### src/verilog/iru_consts.vh
// Constants for the interrupt response unit
`ifndef IRU_CONSTS_VH
`define IRU_CONSTS_VH

// ====================================================================
// Register offsets (byte addresses)
`define IRU_OFF_CTRL 8'h00
`define IRU_OFF_VBASE 8'h04
`define IRU_OFF_PC 8'h08
`define IRU_OFF_SP 8'h0C
`define IRU_OFF_STATUS 8'h10

// ====================================================================
// Control and status fields
`define IRU_CTRL_MODE_LSB 0
`define IRU_CTRL_EI_BIT 4
`define IRU_CTRL_DI_BIT 5
`define IRU_CTRL_RETN_BIT 6
`define IRU_CTRL_IFF_BIT 8
`define IRU_CTRL_SHADOW_BIT 9
`define IRU_CTRL_BUSY_BIT 10
`define IRU_STAT_FOREIGN_BIT 3

// ====================================================================
// Reset values, vectors, call opcode and response codes
`define IRU_RST_MODE 2'h0
`define IRU_RST_VBASE 8'h00
`define IRU_RST_PC 16'h0000
`define IRU_RST_SP 16'hFFFF
`define IRU_NMI_VECTOR 16'h0066
`define IRU_MODE1_VECTOR 16'h0038
`define IRU_OP_CALL 8'hCD
`define IRU_RESP_OKAY 2'h0
`define IRU_RESP_SLVERR 2'h2

// ====================================================================
// Timing in T-states, and aclk cycles per T-state
`define IRU_T_ACK_INT 4'h7
`define IRU_T_ACK_NMI 4'h5
`define IRU_T_BYTE 4'h3
`define IRU_TSTATE_DIV 4'h4

`endif

### src/verilog/iru_sync.v
// Two-flop synchroniser for pin inputs
`timescale 1ns/100ps
module iru_sync
#(
    parameter WIDTH = 1,
    parameter [WIDTH-1:0] INIT = {WIDTH{1'b1}}
)
(
    input wire aclk,
    input wire aresetn,
    input wire [WIDTH-1:0] din,
    output wire [WIDTH-1:0] dout
);
    genvar i;
    generate
        for (i = 0; i < WIDTH; i = i + 1)
        begin : g_bit
            reg meta;
            reg stable;
            always @(posedge aclk)
            begin
                if (!aresetn)
                begin
                    meta <= INIT[i];
                    stable <= INIT[i];
                end
                else
                begin
                    meta <= din[i];
                    stable <= meta;
                end
            end
            assign dout[i] = stable;
        end
    endgenerate
endmodule

### src/verilog/iru_tick.v
// T-state enable pulse divider
`timescale 1ns/100ps
`include "iru_consts.vh"
module iru_tick
(
    input wire aclk,
    input wire aresetn,
    output reg tick
);
    reg [3:0] cnt;
    always @(posedge aclk)
    begin
        if (!aresetn)
        begin
            cnt <= 4'h0;
            tick <= 1'b0;
        end
        else if (cnt == `IRU_TSTATE_DIV - 4'h1)
        begin
            cnt <= 4'h0;
            tick <= 1'b1;
        end
        else
        begin
            cnt <= cnt + 4'h1;
            tick <= 1'b0;
        end
    end
endmodule

### src/verilog/iru_top.v
// Interrupt response unit with AXI4-Lite registers
//
// The implementer's own choices: the placing of the registers and the AXI4-Lite interface to the registers.
`timescale 1ns/100ps
`include "iru_consts.vh"
module iru_top
(
    input wire aclk,
    input wire aresetn,
    input wire [7:0] s_axi_awaddr,
    input wire s_axi_awvalid,
    output reg s_axi_awready,
    input wire [31:0] s_axi_wdata,
    input wire [3:0] s_axi_wstrb,
    input wire s_axi_wvalid,
    output reg s_axi_wready,
    output reg [1:0] s_axi_bresp,
    output reg s_axi_bvalid,
    input wire s_axi_bready,
    input wire [7:0] s_axi_araddr,
    input wire s_axi_arvalid,
    output reg s_axi_arready,
    output reg [31:0] s_axi_rdata,
    output reg [1:0] s_axi_rresp,
    output reg s_axi_rvalid,
    input wire s_axi_rready,
    input wire nmi_n,
    input wire int_n,
    input wire [7:0] ack_data,
    input wire [7:0] mem_rdata,
    output reg [15:0] mem_addr,
    output reg [7:0] mem_wdata,
    output reg mem_rd,
    output reg mem_wr,
    output reg int_ack,
    output reg busy,
    output reg irq_enable_out
);
    // ================================================================
    // States
    localparam [2:0] ST_IDLE = 3'd0;
    localparam [2:0] ST_ACK = 3'd1;
    localparam [2:0] ST_OPL = 3'd2;
    localparam [2:0] ST_OPH = 3'd3;
    localparam [2:0] ST_PSH = 3'd4;
    localparam [2:0] ST_PSL = 3'd5;
    localparam [2:0] ST_TBL = 3'd6;
    localparam [2:0] ST_TBH = 3'd7;
    localparam [1:0] CAUSE_NONE = 2'd0;
    localparam [1:0] CAUSE_NMI = 2'd1;
    localparam [1:0] CAUSE_INT = 2'd2;

    // ================================================================
    // Pin synchronisers and T-state enable
    wire [9:0] pins_s;
    wire nmi_s;
    wire int_s;
    wire [7:0] ack_s;
    wire tick;

    iru_sync #(.WIDTH(10), .INIT(10'h3FF)) u_sync
    (
        .aclk(aclk),
        .aresetn(aresetn),
        .din({nmi_n, int_n, ack_data}),
        .dout(pins_s)
    );
    assign nmi_s = pins_s[9];
    assign int_s = pins_s[8];
    assign ack_s = pins_s[7:0];

    iru_tick u_tick
    (
        .aclk(aclk),
        .aresetn(aresetn),
        .tick(tick)
    );

    // ================================================================
    // State
    reg [2:0] state;
    reg [3:0] tcnt;
    reg [1:0] mode;
    reg [7:0] vbase;
    reg [15:0] pc;
    reg [15:0] sp;
    reg irq_enable_flag;
    reg irq_enable_shadow;
    reg [1:0] cause;
    reg [7:0] vec;
    reg [7:0] opcode;
    reg foreign;
    reg [15:0] target;
    reg [15:0] tbl_ptr;
    reg nmi_q;
    reg nmi_pend;

    wire nmi_fall = nmi_q & ~nmi_s;
    reg [3:0] phase_len;
    wire last_t = tick && (tcnt == phase_len - 4'h1);
    wire is_rst_op = (ack_s[7:6] == 2'b11) && (ack_s[2:0] == 3'b111);

    // two wait states on maskable acknowledge
    always @*
    begin
        case (state)
            ST_ACK: phase_len = (cause == CAUSE_NMI) ? `IRU_T_ACK_NMI : `IRU_T_ACK_INT;
            default: phase_len = `IRU_T_BYTE;
        endcase
    end

    // ================================================================
    // AXI write acceptance and byte-lane merge
    wire wr_go = s_axi_awvalid && s_axi_wvalid && !s_axi_awready && !s_axi_bvalid;
    wire [7:0] wa = {s_axi_awaddr[7:2], 2'b00};

    function [31:0] wmerge;
        input [31:0] old;
        input [31:0] d;
        input [3:0] s;
        integer i;
        begin
            for (i = 0; i < 4; i = i + 1)
                wmerge[i*8 +: 8] = s[i] ? d[i*8 +: 8] : old[i*8 +: 8];
        end
    endfunction

    wire [31:0] ctrl_new = wmerge(32'h0000_0000, s_axi_wdata, s_axi_wstrb);
    wire [31:0] vb_new = wmerge({24'h000000, vbase}, s_axi_wdata, s_axi_wstrb);
    wire [31:0] pc_new = wmerge({16'h0000, pc}, s_axi_wdata, s_axi_wstrb);
    wire [31:0] sp_new = wmerge({16'h0000, sp}, s_axi_wdata, s_axi_wstrb);
    wire wr_map = (wa == `IRU_OFF_CTRL) || (wa == `IRU_OFF_VBASE) || (wa == `IRU_OFF_PC) ||
                  (wa == `IRU_OFF_SP) || (wa == `IRU_OFF_STATUS);
    wire sw_ctrl = wr_go && (wa == `IRU_OFF_CTRL);
    wire idle = (state == ST_IDLE);

    // ================================================================
    // Main sequencer and register file
    always @(posedge aclk)
    begin
        if (!aresetn)
        begin
            state <= ST_IDLE;
            tcnt <= 4'h0;
            mode <= `IRU_RST_MODE;
            vbase <= `IRU_RST_VBASE;
            pc <= `IRU_RST_PC;
            sp <= `IRU_RST_SP;
            irq_enable_flag <= 1'b0;
            irq_enable_shadow <= 1'b0;
            cause <= CAUSE_NONE;
            vec <= 8'h00;
            opcode <= 8'h00;
            foreign <= 1'b0;
            target <= 16'h0000;
            tbl_ptr <= 16'h0000;
            nmi_q <= 1'b1;
            nmi_pend <= 1'b0;
            s_axi_awready <= 1'b0;
            s_axi_wready <= 1'b0;
            s_axi_bvalid <= 1'b0;
            s_axi_bresp <= `IRU_RESP_OKAY;
        end
        else
        begin
            nmi_q <= nmi_s;
            s_axi_awready <= wr_go;
            s_axi_wready <= wr_go;
            if (wr_go)
            begin
                s_axi_bvalid <= 1'b1;
                s_axi_bresp <= wr_map ? `IRU_RESP_OKAY : `IRU_RESP_SLVERR;
            end
            else if (s_axi_bready)
            begin
                s_axi_bvalid <= 1'b0;
            end

            // Software writes; hardware updates below override in the same cycle
            if (sw_ctrl)
            begin
                // mode select; code three is not a mode and is ignored
                if (s_axi_wstrb[0] && ctrl_new[1:0] != 2'b11)
                    mode <= ctrl_new[1:0];
                if (ctrl_new[`IRU_CTRL_EI_BIT])
                begin
                    irq_enable_flag <= 1'b1;
                    irq_enable_shadow <= 1'b1;
                end
                else if (ctrl_new[`IRU_CTRL_DI_BIT])
                begin
                    irq_enable_flag <= 1'b0;
                    irq_enable_shadow <= 1'b0;
                end
                else if (ctrl_new[`IRU_CTRL_RETN_BIT])
                    irq_enable_flag <= irq_enable_shadow;
            end
            if (wr_go && wa == `IRU_OFF_VBASE)
                vbase <= vb_new[7:0];
            // Stack and counter are only writable while idle
            if (wr_go && wa == `IRU_OFF_PC && idle)
                pc <= pc_new[15:0];
            if (wr_go && wa == `IRU_OFF_SP && idle)
                sp <= sp_new[15:0];
            if (wr_go && wa == `IRU_OFF_STATUS && s_axi_wdata[`IRU_STAT_FOREIGN_BIT])
                foreign <= 1'b0;

            // Pending edge: a new edge wins over the accept-clear
            if (nmi_fall)
                nmi_pend <= 1'b1;

            if (tick && !idle)
                tcnt <= last_t ? 4'h0 : tcnt + 4'h1;

            case (state)
                ST_IDLE:
                begin
                    tcnt <= 4'h0;
                    if (tick && (nmi_pend || nmi_fall))
                    begin
                        // always accepted; an edge on this tick is taken at once
                        nmi_pend <= nmi_pend && nmi_fall;
                        cause <= CAUSE_NMI;
                        irq_enable_flag <= 1'b0;
                        state <= ST_ACK;
                    end
                    else if (tick && !int_s && irq_enable_flag)
                    begin
                        cause <= CAUSE_INT;
                        irq_enable_flag <= 1'b0;
                        irq_enable_shadow <= 1'b0;
                        state <= ST_ACK;
                    end
                end
                ST_ACK:
                begin
                    if (last_t)
                    begin
                        if (cause == CAUSE_NMI)
                        begin
                            // fetched byte discarded, restart to 0066H
                            target <= `IRU_NMI_VECTOR;
                            state <= ST_PSH;
                        end
                        else
                        begin
                            case (mode)
                                2'd1:
                                begin
                                    target <= `IRU_MODE1_VECTOR;
                                    state <= ST_PSH;
                                end
                                2'd2:
                                begin
                                    vec <= ack_s;
                                    // low bit taken as the peripheral gives it
                                    tbl_ptr <= {vbase, ack_s};
                                    state <= ST_PSH;
                                end
                                default:
                                begin
                                    opcode <= ack_s;
                                    if (is_rst_op)
                                    begin
                                        target <= {10'h000, ack_s[5:3], 3'b000};
                                        state <= ST_PSH;
                                    end
                                    else if (ack_s == `IRU_OP_CALL)
                                        state <= ST_OPL;
                                    else
                                    begin
                                        // Other opcodes go back to the core
                                        foreign <= 1'b1;
                                        state <= ST_IDLE;
                                    end
                                end
                            endcase
                        end
                    end
                end
                ST_OPL:
                begin
                    if (last_t)
                    begin
                        target[7:0] <= ack_s;
                        state <= ST_OPH;
                    end
                end
                ST_OPH:
                begin
                    if (last_t)
                    begin
                        target[15:8] <= ack_s;
                        state <= ST_PSH;
                    end
                end
                ST_PSH:
                begin
                    if (last_t)
                    begin
                        sp <= sp - 16'h0001;
                        state <= ST_PSL;
                    end
                end
                ST_PSL:
                begin
                    if (last_t)
                    begin
                        sp <= sp - 16'h0001;
                        // table read follows the push in mode two
                        if (cause == CAUSE_INT && mode == 2'd2)
                            state <= ST_TBL;
                        else
                        begin
                            // maskable restart ends after seven plus six, non-maskable restart after five plus six
                            pc <= target;
                            state <= ST_IDLE;
                        end
                    end
                end
                ST_TBL:
                begin
                    // lower address is the low half
                    if (last_t)
                    begin
                        target[7:0] <= mem_rdata;
                        state <= ST_TBH;
                    end
                end
                default:
                begin
                    if (last_t)
                    begin
                        pc <= {mem_rdata, target[7:0]};
                        state <= ST_IDLE;
                    end
                end
            endcase
        end
    end

    // ================================================================
    // Memory and acknowledge strobes, registered
    reg [15:0] next_mem_addr;
    reg [7:0] next_mem_wdata;
    reg next_mem_rd;
    reg next_mem_wr;
    reg next_int_ack;

    always @*
    begin
        next_mem_addr = 16'h0000;
        next_mem_wdata = 8'h00;
        next_mem_rd = 1'b0;
        next_mem_wr = 1'b0;
        next_int_ack = 1'b0;
        case (state)
            ST_ACK:
            begin
                // Non-maskable path is a real fetch whose byte is dropped
                next_mem_addr = pc;
                next_mem_rd = (cause == CAUSE_NMI);
                next_int_ack = (cause == CAUSE_INT);
            end
            ST_OPL, ST_OPH:
                next_int_ack = 1'b1;
            ST_PSH, ST_PSL:
            begin
                // store below the current stack pointer
                next_mem_addr = sp - 16'h0001;
                next_mem_wdata = (state == ST_PSH) ? pc[15:8] : pc[7:0];
                next_mem_wr = 1'b1;
            end
            ST_TBL:
            begin
                next_mem_addr = tbl_ptr;
                next_mem_rd = 1'b1;
            end
            ST_TBH:
            begin
                next_mem_addr = tbl_ptr + 16'h0001;
                next_mem_rd = 1'b1;
            end
            default:
                next_mem_addr = 16'h0000;
        endcase
    end

    always @(posedge aclk)
    begin
        if (!aresetn)
        begin
            mem_addr <= 16'h0000;
            mem_wdata <= 8'h00;
            mem_rd <= 1'b0;
            mem_wr <= 1'b0;
            int_ack <= 1'b0;
            busy <= 1'b0;
            irq_enable_out <= 1'b0;
        end
        else
        begin
            mem_addr <= next_mem_addr;
            mem_wdata <= next_mem_wdata;
            mem_rd <= next_mem_rd;
            mem_wr <= next_mem_wr;
            int_ack <= next_int_ack;
            busy <= !idle;
            irq_enable_out <= irq_enable_flag;
        end
    end

    // ================================================================
    // AXI read path
    wire [7:0] ra = {s_axi_araddr[7:2], 2'b00};
    wire rd_go = s_axi_arvalid && !s_axi_arready && !s_axi_rvalid;

    always @(posedge aclk)
    begin
        if (!aresetn)
        begin
            s_axi_arready <= 1'b0;
            s_axi_rvalid <= 1'b0;
            s_axi_rdata <= 32'h0000_0000;
            s_axi_rresp <= `IRU_RESP_OKAY;
        end
        else
        begin
            s_axi_arready <= rd_go;
            if (rd_go)
            begin
                s_axi_rvalid <= 1'b1;
                s_axi_rresp <= `IRU_RESP_OKAY;
                case (ra)
                    `IRU_OFF_CTRL: s_axi_rdata <= {21'h000000, !idle, irq_enable_shadow,
                                                   irq_enable_flag, 6'h00, mode};
                    `IRU_OFF_VBASE: s_axi_rdata <= {24'h000000, vbase};
                    `IRU_OFF_PC: s_axi_rdata <= {16'h0000, pc};
                    `IRU_OFF_SP: s_axi_rdata <= {16'h0000, sp};
                    `IRU_OFF_STATUS: s_axi_rdata <= {8'h00, opcode, vec, 4'h0, foreign,
                                                     !idle, cause};
                    default:
                    begin
                        s_axi_rdata <= 32'h0000_0000;
                        s_axi_rresp <= `IRU_RESP_SLVERR;
                    end
                endcase
            end
            else if (s_axi_rready)
            begin
                s_axi_rvalid <= 1'b0;
            end
        end
    end
endmodule

### config.mk
export PLATFORM = sky130hd
export DESIGN_NAME = iru_top
export DESIGN_NICKNAME = d
export VERILOG_FILES = /design/src/verilog/iru_sync.v /design/src/verilog/iru_tick.v /design/src/verilog/iru_top.v
export VERILOG_INCLUDE_DIRS = /design/src /design/src/verilog
export SDC_FILE = /design/constraint.sdc
export NUM_CORES = 1
export LEC_CHECK = 0
export ABC_AREA = 1
export BUFFER_PORTS_ARGS = -buffer_cell sky130_fd_sc_hd__buf_2
export CORE_MARGIN = 3
export CORE_UTILIZATION = 25
export CTS_CLUSTER_DIAMETER = 150
export CTS_CLUSTER_SIZE = 30
export DETAILED_ROUTE_END_ITERATION = 10
export GPL_TIMING_DRIVEN = 0
export PLACE_DENSITY_LB_ADDON = 0.05
export SLEW_MARGIN = 0
export SYNTH_ARGS = -nofsm -noshare
export SYNTH_HDL_FRONTEND = slang
export SYNTH_SLANG_ARGS = --single-unit
### constraint.sdc
create_clock -name aclk -period 1.8 [get_ports aclk]
set_input_delay 0.36 -clock aclk [delete_from_list [all_inputs] [get_ports aclk]]
set_output_delay 0.36 -clock aclk [all_outputs]
set_load 0.01 [all_outputs]
=== Yosys cells after proc, flatten, opt, wreduce, memory -nomap -nowiden ===
Cells that the tools add are included.

* Bits in registers: 198
* Word-level logic and storage cells: 233
* Memory bits (writable): 0
* Output and inout port bits: 70
* Latch bits: 0
* Bits of input ports: 77
* Bits in read-only memories: 0
* Memories kept: 0

* Bitwise logic cells: 5
* Multiplexer cells: 77
* Reduce and logical (&&, ||, !) cells: 59
* Multipliers: 0
* Add/subtract/negate cells: 5
* $lt $le $gt $ge: 0
* Shifts and indexed selects: 0
* Equal/unequal tests: 34
* Divide/modulo/power cells: 0

{| class="wikitable"
|+ Operator list
! cell !! count
|-
| $mux W16 || 10
|-
| $pmux W24 S5 || 1
|-
| $pmux W16 S2 || 2
|-
| $pmux W16 S4 || 1
|-
| $mux W8 || 7
|-
| $mux W3 || 14
|-
| $mux W1 || 29
|-
| $eq A6 B2 Y1 const B || 4
|-
| $pmux W8 S3 || 1
|-
| $logic_and A1 B1 Y1 || 22
|-
| $pmux W3 S7 || 1
|-
| $add A16 B1 Y16 const B || 1
|-
| $logic_not A8 Y1 || 2
|-
| $pmux W8 S2 || 1
|-
| $sub A16 B1 Y16 const B || 1
|-
| $eq A3 B3 Y1 const B || 5
|-
| $ne A2 B2 Y1 const B || 7
|-
| $eq A6 B1 Y1 const B || 2
|-
| $eq A6 B3 Y1 const B || 2
|-
| $mux W2 || 6
|-
| $reduce_or A2 Y1 || 6
|-
| $reduce_bool A2 Y1 || 5
|-
| $add A4 B1 Y4 const B || 2
|-
| $eq A8 B8 Y1 const B || 1
|-
| 26 further kinds || 47
|}

=== Depth between registers and ports, before layout ===
Gate-level depths: netlist (run 1).

* Depth in word-level cells: 12
* Depth in mapped cells: 13

=== Modules after synthesis ===
A second synthesis (run 1) with hierarchy kept.

* Cells, all modules: 1383
* Area, all modules: 9331.4 sq um

{| class="wikitable"
|+ Modules (own cells, without submodules)
! module !! instances !! area each (sq um) !! cells an instance !! sequential area each (sq um)
|-
| iru_top || 1 || 8494.4 || 1289 || 3103.0
|-
| iru_sync || 1 || 648.1 || 72 || 400.4
|-
| iru_tick || 1 || 188.9 || 22 || 100.1
|}

=== Least setup slack after synthesis (run 1) ===
No wires, ideal clock.

* Kind: register -> register
* Start point: reg state[2]
* End point: reg sp[14]
* Path buffers: 2
* Data required time: 1685 ps
* Arrival time: 1615 ps
* Cell stages (with the launch flop): 12
* Period minus slack after synthesis: 1729 ps
* Setup slack: 71 ps
* Path through: dfxtp_1 buf_4 clkinv_4 nor2_2 nand2_2 nand2_2 inv_2 nor2_4 inv_2 buf_2 nand2_1 nand2_1

* Longest elaborated chain between the ends: 7
* Elaborated cells on any way between the ends: 13

{| class="wikitable"
|+ Ends and longest elaborated chain
! what !! line !! source
|-
| start: declaration || iru_top.v:81 || <nowiki>reg [2:0] state;</nowiki>
|-
| start signal: assignment || iru_top.v:143 || <nowiki>state <= ST_IDLE;</nowiki>
|-
| start signal: assignment || iru_top.v:225 || <nowiki>state <= ST_ACK;</nowiki>
|-
| start signal: assignment || iru_top.v:232 || <nowiki>state <= ST_ACK;</nowiki>
|-
| $eq A3 B1 Y1 || iru_top.v:106 || <nowiki>case (state)</nowiki>
|-
| $mux W3 || iru_top.v:106 ||
|-
| $sub A4 B1 Y4 || iru_top.v:100 || <nowiki>wire last_t = tick && (tcnt == phase_len - 4'h1);</nowiki>
|-
| $eq A4 B4 Y1 || iru_top.v:100 ||
|-
| $logic_and A1 B1 Y1 || iru_top.v:100 ||
|-
| $mux W16 || iru_top.v:299, iru_top.v:307 ||
|-
| $mux W16 (*) || - ||
|-
| end signal: assignment || iru_top.v:148 || <nowiki>sp <= `IRU_RST_SP;</nowiki>
|-
| end signal: assignment || iru_top.v:301 || <nowiki>sp <= sp - 16'h0001;</nowiki>
|-
| end signal: assignment || iru_top.v:309 || <nowiki>sp <= sp - 16'h0001;</nowiki>
|-
| end: declaration || iru_top.v:86 || <nowiki>reg [15:0] sp;</nowiki>
|}

Mark *: on every way between the ends. The rest lies on a longest branch, timed or not.
A chain may end at the register's enable or synchronous reset.

=== Worst setup path after layout (run 1) ===
* Start point: reg state[0]
* End point: reg sp[15]

Same word-level chain as after synthesis.

==> results of run 1 <==
cell families (layout without fill, tap and decap cells):
logic type                 count (synthesis)  in the layout
xor gates and xnor gates                  13             13
AOI/OAI and AO/OA                        307            307
adders and majority gates                  6              6
DFF                                      180            180
buffers and inverters                    216            446
other                                      1             10
and+or+nand+nor                          620            620
timing repair:
item	CTS	global route
setup buffers	58	25
endpoints found under the setup margin	152	115
cloned	5	4
hold buffers	0	0
pin swaps	70	56
gates resized for setup	240	151
worst max path at each step:
| stage | slack [ns] | endpoint |
|---|---|---|
| floorplan | 0.07 | sp[14]$_SDFF_PN1_ |
| global placement | -1.12 | mem_addr[0]$_SDFF_PN0_ |
| detailed placement | -1.08 | mem_addr[0]$_SDFF_PN0_ |
| CTS | -0.18 | sp[8]$_SDFF_PN1_ |
| global route | -0.22 | sp[15]$_SDFF_PN1_ |
| finish | -0.16 | sp[15]$_SDFF_PN1_ |
cell usage after synthesis, types with 2 or more instances:
library cell	number	area [um^2]
clkbuf_1	37	139
o221ai_1	4	35.0
buf_2	15	75.1
nand2_4	2	22.5
o22ai_1	28	175
or2_2	25	156
buf_1	4	15.0
dfxtp_1	180	3600
a41oi_1	2	17.5
o21ai_1	4	20.0
o2111ai_1	4	35.0
nand3_1	89	445
a22oi_1	10	75.1
nand2_2	3	18.8
inv_1	135	507
ha_1	6	75.1
nand2_1	322	1210
nor2_1	123	462
o21ai_0	106	531
nand4_1	22	138
a221oi_1	3	26.3
nand3_2	2	20.0
nor2_2	4	25.0
buf_4	17	128
nor2_4	4	45.0
xor2_1	12	105
nor3_1	15	75.1
a21oi_1	122	611
a31oi_1	3	18.8
o211ai_1	13	97.6
nand3b_1	2	15.0
inv_2	5	18.8
state kept, by name, indices dropped and copies added, names as in the netlist, 9 cells and up:
| register | flops |
|---|---|
| s_axi_rdata | 24 |
| target | 16 |
| u_sync.g_bit.stable | 10 |
| tbl_ptr | 9 |
| mem_addr | 16 |
| sp | 16 |
| pc | 16 |
| u_sync.g_bit.meta | 10 |
critical path, stage by stage (launching register included):
cell,delay (ns)
dfxtp_2,0.33
buf_6,0.13
buf_6,0.12
nor3_4,0.27
buf_6,0.18
nand4_1,0.14
buf_6,0.18
nor2_4,0.22
o22ai_2,0.10
nand2_1,0.08
nand3_1,0.06
metrics by stage:
stage	hold slack, ns	util [%]	area, um^2	std cells
3_3_place_gp	0.394	28.8	10300	1924
5_1_grt	0.0615	36.4	13000	2043
4_1_cts	0.0566	34.4	12300	2019
3_5_place_dp	0.397	28.8	10300	1924
6_report	0.0767	36.4	13000	2043
2_1_floorplan	0.393	-	9160	1352
power by group through the flow:
stage / Clock [uW] / Sequential [uW] / Combinational [uW]
detailed placement: 0 / 4190 / 563
floorplan: 0 / 4180 / 272
global route: 4310 / 4100 / 731
finish: 4070 / 4090 / 674
CTS: 4160 / 4100 / 633
global placement: 0 / 4190 / 566
layer usage:
layer	GRT usage (%)	part of all wire (%)
met5	0	0
met4	6.57	2.4
met3	3.68	6.2
met2	34.1	44
met1	30.9	47
area by class of cell:
| type | count | area (um^2) | share of cell area [%] |
|---|---|---|---|
| well taps | 461 | 577 | 4.44 |
| repair buffers | 200 | 1490 | 11.4 |
| multi-input cells | 956 | 5530 | 42.6 |
| clock inverters | 15 | 185 | 1.42 |
| flip-flops and latches | 180 | 3640 | 28.0 |
| inverters | 142 | 593 | 4.56 |
| clock buffers | 17 | 425 | 3.27 |
| plain buffers | 72 | 557 | 4.28 |
==> results.md, run 1 <==
* Most frequent cells in the layout: nand2_1, dfxtp_1, inv_1
* Worst setup margin at -0.155 ns
* NetSw at 2460 uW
* Avg WL per Cell at 21.3 um
* Critical path type: flop to flop
* CTS Buf Count at 17
* Initial Utilization at 25.5%
* Largest net degree at the start of global routing at 19
* FF+latch count, synth at 180
* Vias in the first global route at 9548
* Leakage at 0.00536 uW
* Worst r2r src: state[0]$_SDFFE_PN0P_
* Worst Hold Depth at 2
* Depth of the worst register-to-register path at 10
* Reg power frac at 46.3%
* Comb pwr share at 7.6%
* Routed vias at 10.2k
* Achievable clock frequency at 511 MHz
* CTS tree: yes
* WHS Endpoint: u_sync.g_bit[3].meta$_SDFF_PN1_
* Initial antenna violation count at 0
* Status: finished with violations
* Post-DP HPWL at 32.1 mm
* Layout cell share with drive strength beyond 1 at 31.8%
* Adder-Cell Fraction of Synth Area at 0.823%
* HP Start: ack_data[3]
* Slew Viols, Final at 0
* Longest Clk Path Bufs at 2
* Synth cell types at 52
* Sw Ratio at 27.8%
* DR pass1 iterations at 6
* H-tree depth at 4
* Post-synth EDFFs at 0
* Worst slew pin tran at 0.974 ns
* Main combinational cell family by area after synthesis: simple AND/OR/NAND/NOR gates
* Mux contribution to synthesized area at 0%
* Tcrit/Tclk final at 109%
* Number of fill cells at 3865
* Dpl ws at -1.08 ns
* Post-Synthesis Cell Area at 0.00912 mm^2
* Fin Setup TNS at -3.05 ns
* Max_cap viols at 0
* Die Span Y at 197 um
* DRC at 0
* Ys async rst share at 0%
* Post-Route WL at 43.4 mm
* Post-synthesis sequential area ratio at 39.5%
* Power per cell area at 680 mW/mm^2
* Leading cell type in the layout, fill and taps excluded: nand2_1
* Complex-gate fraction of the synthesized area at 18.7%
* Final setup viols at 64
* Antenna cells at 0
* Area Growth Syn to Fin at 42.5%
* Post-Synth Simple-Gate Area at 29.7%
* Hold WC Path Type: input port to flop
* Synth Area per Inst at 6.79 um^2
* Core Area at 0.0357 mm^2
* Critical Path Start: state[0]$_SDFFE_PN0P_
* First-pass GRT wire length at 61.8 mm
* Failing checks: setup timing
* Xor and xnor area share after synthesis at 1.25%
* R2R Setup Slk at -0.16 ns
* Final ANT Viol Nets at 0
* Syn. warnings at 0
* Fin nets at 1652
* Port Buf Inserts at 111
* Capture point of the worst reg-to-reg path: sp[15]$_SDFF_PN1_
* Worst-skew pair later-pin latency at 0.47 ns
* Clock Sinks at 180
* Crit path required time at 2.12 ns
* RSZ-0062 raised after global routing: yes
* Final Hold Vio Count at 0
* Clock transition at path regs at 0.08 ns
* Total Power at 8840 uW
* Startpoint types: flop
* Chip width at 197 um
* Pint at 6380 uW
* Die Area at 0.0388 mm^2
* Gr usage total at 21.8%
* Num ports at 147
* Final Critical Period at 1.96 ns
* Worst relative slew slack at 35.1%
* Ys flop type: dfxtp_1
* Clock share of power at 46.1%
* GP Congestion at 0.914
* Max rail drop VDD at 0.740 mV
* Vias/cell at 4.98
* FP Rows at 69
* CTS Root Cell: clkbuf_16
* Crit end category: flop
* Max Fanout on Critical Path at 8
* Gate Count Post-Synth at 1343
* Critical path arrival at 2.27 ns
* DR iter-0 viols at 856
* Clock Skews at 0.0138 ns
* Congestion Overflow GR at 0
No activity file was read; power rests on OpenSTA's default activity.
==> run 2: changes to the inputs <==
- ABC_AREA: 1 -> 0
- SYNTH_HIERARCHICAL: unset -> 1
==> run 2 against run 1 <==
Net effect: the run still ends with setup timing left; total power fell by 4.3%; synthesized area fell by 6.9%; first-iteration DRC count is 59% lower; critical endpoint is now pc[14]$_SDFF_PN0_; die area fell by 6.7%; non-clock buffer count shrank 19; combinational power is 19% lower; cell area shrank 7.5%; register-to-register slack worse by 0.33 ns; setup slack got worse by 0.33 ns; routed wire length is 18% lower; synthesized cell count decreased by 27%.
==> results.md, run 2 <==
* Status: finished with violations
* Failing checks: setup timing
* Depth of the worst register-to-register path at 10 (unchanged)
* CTS Buf Count at 17 (unchanged)
* Worst relative slew slack at 51.6% (+17 points)
* Crit end category: flop
* Initial Utilization at 25.7% (+0.20 points)
* DR iter-0 viols at 353 (-59%)
* CTS tree: yes
* Xor and xnor area share after synthesis at 2.27% (+1.0 points)
* DR pass1 iterations at 5 (-1)
* Share of the synthesized area in the top cell type at 42.4% (+2.9 points)
* Post-Route WL at 35.5 mm (-18%)
* Post-DP HPWL at 26.4 mm (-18%)
* Power per cell area at 703 mW/mm^2 (+3.5%)
* Vias in the first global route at 8013 (-16%)
* Die Area at 0.0362 mm^2 (-6.7%)
* Slew Viols, Final at 0 (unchanged)
* CP Capture Point: pc[14]$_SDFF_PN0_
* Critical path arrival at 2.62 ns (+0.35 ns)
* Most frequent cells in the layout: dfxtp_1, buf_2, nor2_1
* Post-Synth Simple-Gate Area at 21.4% (-8.3 points)
* Crit-path slowest cell: or3_4
* Clock transition at path regs at 0.08 ns (about the same)
* Worst slew pin tran at 0.726 ns (-0.248 ns)
* Critical path type: flop to flop
* Tcrit/Tclk final at 127% (+19 points)
* Most numerous cell in the Yosys netlist: dfxtp_1
* Ys flop type: dfxtp_1
* R2R Setup Slk at -0.49 ns (-0.33 ns)
* FP Rows at 66 (-4.3%)
* Max rail drop VDD at 0.702 mV (-5.0%)
* DRC at 0 (unchanged)
* Syn. warnings at 6 (+6)
* Longest Clk Path Bufs at 2 (unchanged)
* Leakage at 0.00471 uW (-12%)
* Max Fanout on Critical Path at 6 (-2)
* Largest net degree at the start of global routing at 17 (-2)
* Critical Path Start: state[2]$_SDFFE_PN0P_
* Most flops, register: s_axi_rdata
* Post-synth EDFFs at 0 (unchanged)
* Num ports at 147 (unchanged)
* Complex-gate fraction of the synthesized area at 16.7% (-2.0 points)
* Main combinational cell family by area after synthesis: simple AND/OR/NAND/NOR gates
* Hold buffers post-CTS at 0 (unchanged)
* Final Critical Period at 2.29 ns (+0.333 ns)
* Adder-Cell Fraction of Synth Area at 0.884% (+0.061 points)
* Synth area leader: dfxtp_1
* Synth top cells by count: dfxtp_1, nor2_1, nand2_1
* Congestion Overflow GR at 0 (unchanged)
* Final setup viols at 84 (+31%)
* Ys async rst share at 0% (unchanged)
* Startpoint types: flop
* Final ANT Viol Nets at 0 (unchanged)
* Final Hold Vio Count at 0 (unchanged)
* Avg WL per Cell at 21.7 um (+2.1%)
* Die Span Y at 190 um (-3.4%)
* Fin nets at 1265 (-23%)
* Largest cells by area after synthesis: dfxtp_1, mux2i_1, nor2_1, nand2_1, o21ai_0
* Routed vias at 7973 (-22%)
* CP most frequent cell: buf_6
* Initial antenna violation count at 0 (unchanged)
* Dpl cell area at 0.00985 mm^2 (-4.3%)
* Hold WC Path Type: input port to flop
* Antenna cells at 0 (unchanged)
* CTS Root Cell: clkbuf_16
* Clock Skews at 0.0176 ns (+0.00374 ns)
* Layout cell share with drive strength beyond 1 at 37.6% (+5.8 points)
* Mux contribution to synthesized area at 10.6% (+11 points)
* Largest register FFs at 24 (unchanged)
* Gate Count Post-Synth at 984 (-27%)
* Achievable clock frequency at 437 MHz (-15%)
* GP Congestion at 0.854 (-6.5%)
* Worst-skew pair later-pin latency at 0.45 ns (-0.02 ns)
* Synth cell types at 69 (+33%)
* First-pass GRT wire length at 51.9 mm (-16%)
* Cell Chain, Critical Path: buf_6 -> nor3b_4 -> buf_4 -> nand4b_4 -> a31o_4 -> or3_4 -> buf_6 -> buf_8 -> a22oi_2 -> nor2_1
* Post-synthesis sequential area ratio at 42.4% (+2.9 points)
* H-tree depth at 4 (unchanged)
* Worst r2r src: state[2]$_SDFFE_PN0P_
* Capture point of the worst reg-to-reg path: pc[14]$_SDFF_PN0_
* Max_cap viols at 0 (unchanged)
* Peak per-stage delay on the critical path at 0.40 ns (+0.07 ns)
* Post-Synthesis Cell Area at 0.00850 mm^2 (-6.9%)
* Leading cell type in the layout, fill and taps excluded: dfxtp_1
* Fin area at 0.0120 mm^2 (-7.5%)
* RSZ-0062 raised after global routing: yes
* Crit path required time at 2.13 ns (about the same)
* Gr usage total at 19.3% (-2.5 points)
* Core Area at 0.0330 mm^2 (-7.6%)
* Worst setup margin at -0.489 ns (-0.333 ns)
* Port Buf Inserts at 114 (+2.7%)
* Area Growth Syn to Fin at 41.5%
* FF+latch count, synth at 180 (unchanged)
* Total Power at 8460 uW (-4.3%)
* Vias/cell at 4.87 (-2.3%)
* Synth Area per Inst at 8.64 um^2 (+27%)
* Chip width at 190 um (-3.4%)
* Clock Sinks at 180 (unchanged)
## run 2: cell types whose count changed in the layout (fill, tap and decap cells not counted), sizes merged, moves of 14 or more
| cell | change |
|---|---|
| nand2 | -225 |
| inv | -129 |
| mux2i | +69 |
| a21oi | -67 |
| nand3 | -50 |
| o21ai | -44 |
| nand2b | +40 |
| or2 | -24 |
| o22ai | -23 |
| nand4 | -20 |
| nor2 | -20 |
| mux2 | +19 |
| buf | -14 |
## run 2: stage by stage
stage | hold slack (ns) | cells | worst slack [ns] | TNS (ns) | utilization, %
global placement | 0.392 | 1549 | -1.02 | -101.80 | 29.8
CTS | 0.0752 | 1625 | -0.449 | -27.80 | 35.2
global route | 0.0900 | 1637 | -0.534 | -32.52 | 36.4
finish | 0.0947 | 1637 | -0.489 | -27.33 | 36.4
floorplan | 0.386 | 993 | -0.277 | -8.74 | -
detailed placement | 0.393 | 1549 | -0.965 | -98.30 | 29.8
## run 2: repair_timing
action,CTS,global route
resized for setup,207,96
setup endpoints to repair,143,127
buffers inserted,44,18
cloned,7,1
endpoints found under the hold margin,0,0
pin swaps,52,38
## run 2: area by class of cell
| cell class | count | area [um^2] |
|---|---|---|
| Buffer | 72 | 522 |
| Clock buffer | 22 | 474 |
| Clock inverter | 10 | 121 |
| Fill cell | 3541 | 21000 |
| Inverter | 14 | 52.6 |
| Multi-Input combinational cell | 716 | 5330 |
| Sequential cell | 180 | 3650 |
| Tap cell | 442 | 553 |
| Timing Repair Buffer | 181 | 1320 |
## run 2: worst min-delay path by stage
stage	slack [ns]	depth (start not counted)	to	from
2_1_floorplan	0.39	1	u_sync/g_bit[0].stable$_SDFF_PN1_	u_sync/g_bit[0].meta$_SDFF_PN1_
3_3_place_gp	0.39	1	u_sync/g_bit[5].stable$_SDFF_PN1_	u_sync/g_bit[5].meta$_SDFF_PN1_
5_1_grt	0.09	2	u_sync/g_bit[1].meta$_SDFF_PN1_	ack_data[1]
6_report	0.09	2	u_sync/g_bit[5].meta$_SDFF_PN1_	ack_data[5]
3_5_place_dp	0.39	1	u_sync/g_bit[6].stable$_SDFF_PN1_	u_sync/g_bit[6].meta$_SDFF_PN1_
4_1_cts	0.08	2	u_sync/g_bit[3].meta$_SDFF_PN1_	ack_data[3]
## run 2: worst max-delay path: cells and delay by family, from the launching register on
| kind | cells | cell delay, ns |
|---|---|---|
| flip-flops | 1 | 0.33 |
| AO/OA/AOI/OAI | 2 | 0.41 |
| AND/OR/NAND/NOR | 4 | 0.86 |
| buffers and inverters | 4 | 0.59 |
## run 2: cell families after synthesis
family	count (synthesis)
compound gates	218
xor+xnor	22
fa+ha+maj	6
buf+inv	97
flops	180
mux	88
other cells	1
simple gates	372
## run 2: per-layer routing
layer	share of wire (%)	GRT usage, %
met1	45	25.0
met4	2.0	5.39
met5	0	0
met3	3.5	2.52
met2	49	33.6
## run 2: where the power goes
part | internal [uW] | switching, uW
registers | 4010 | 25.6
logic | 203 | 346
clock network | 2170 | 1700
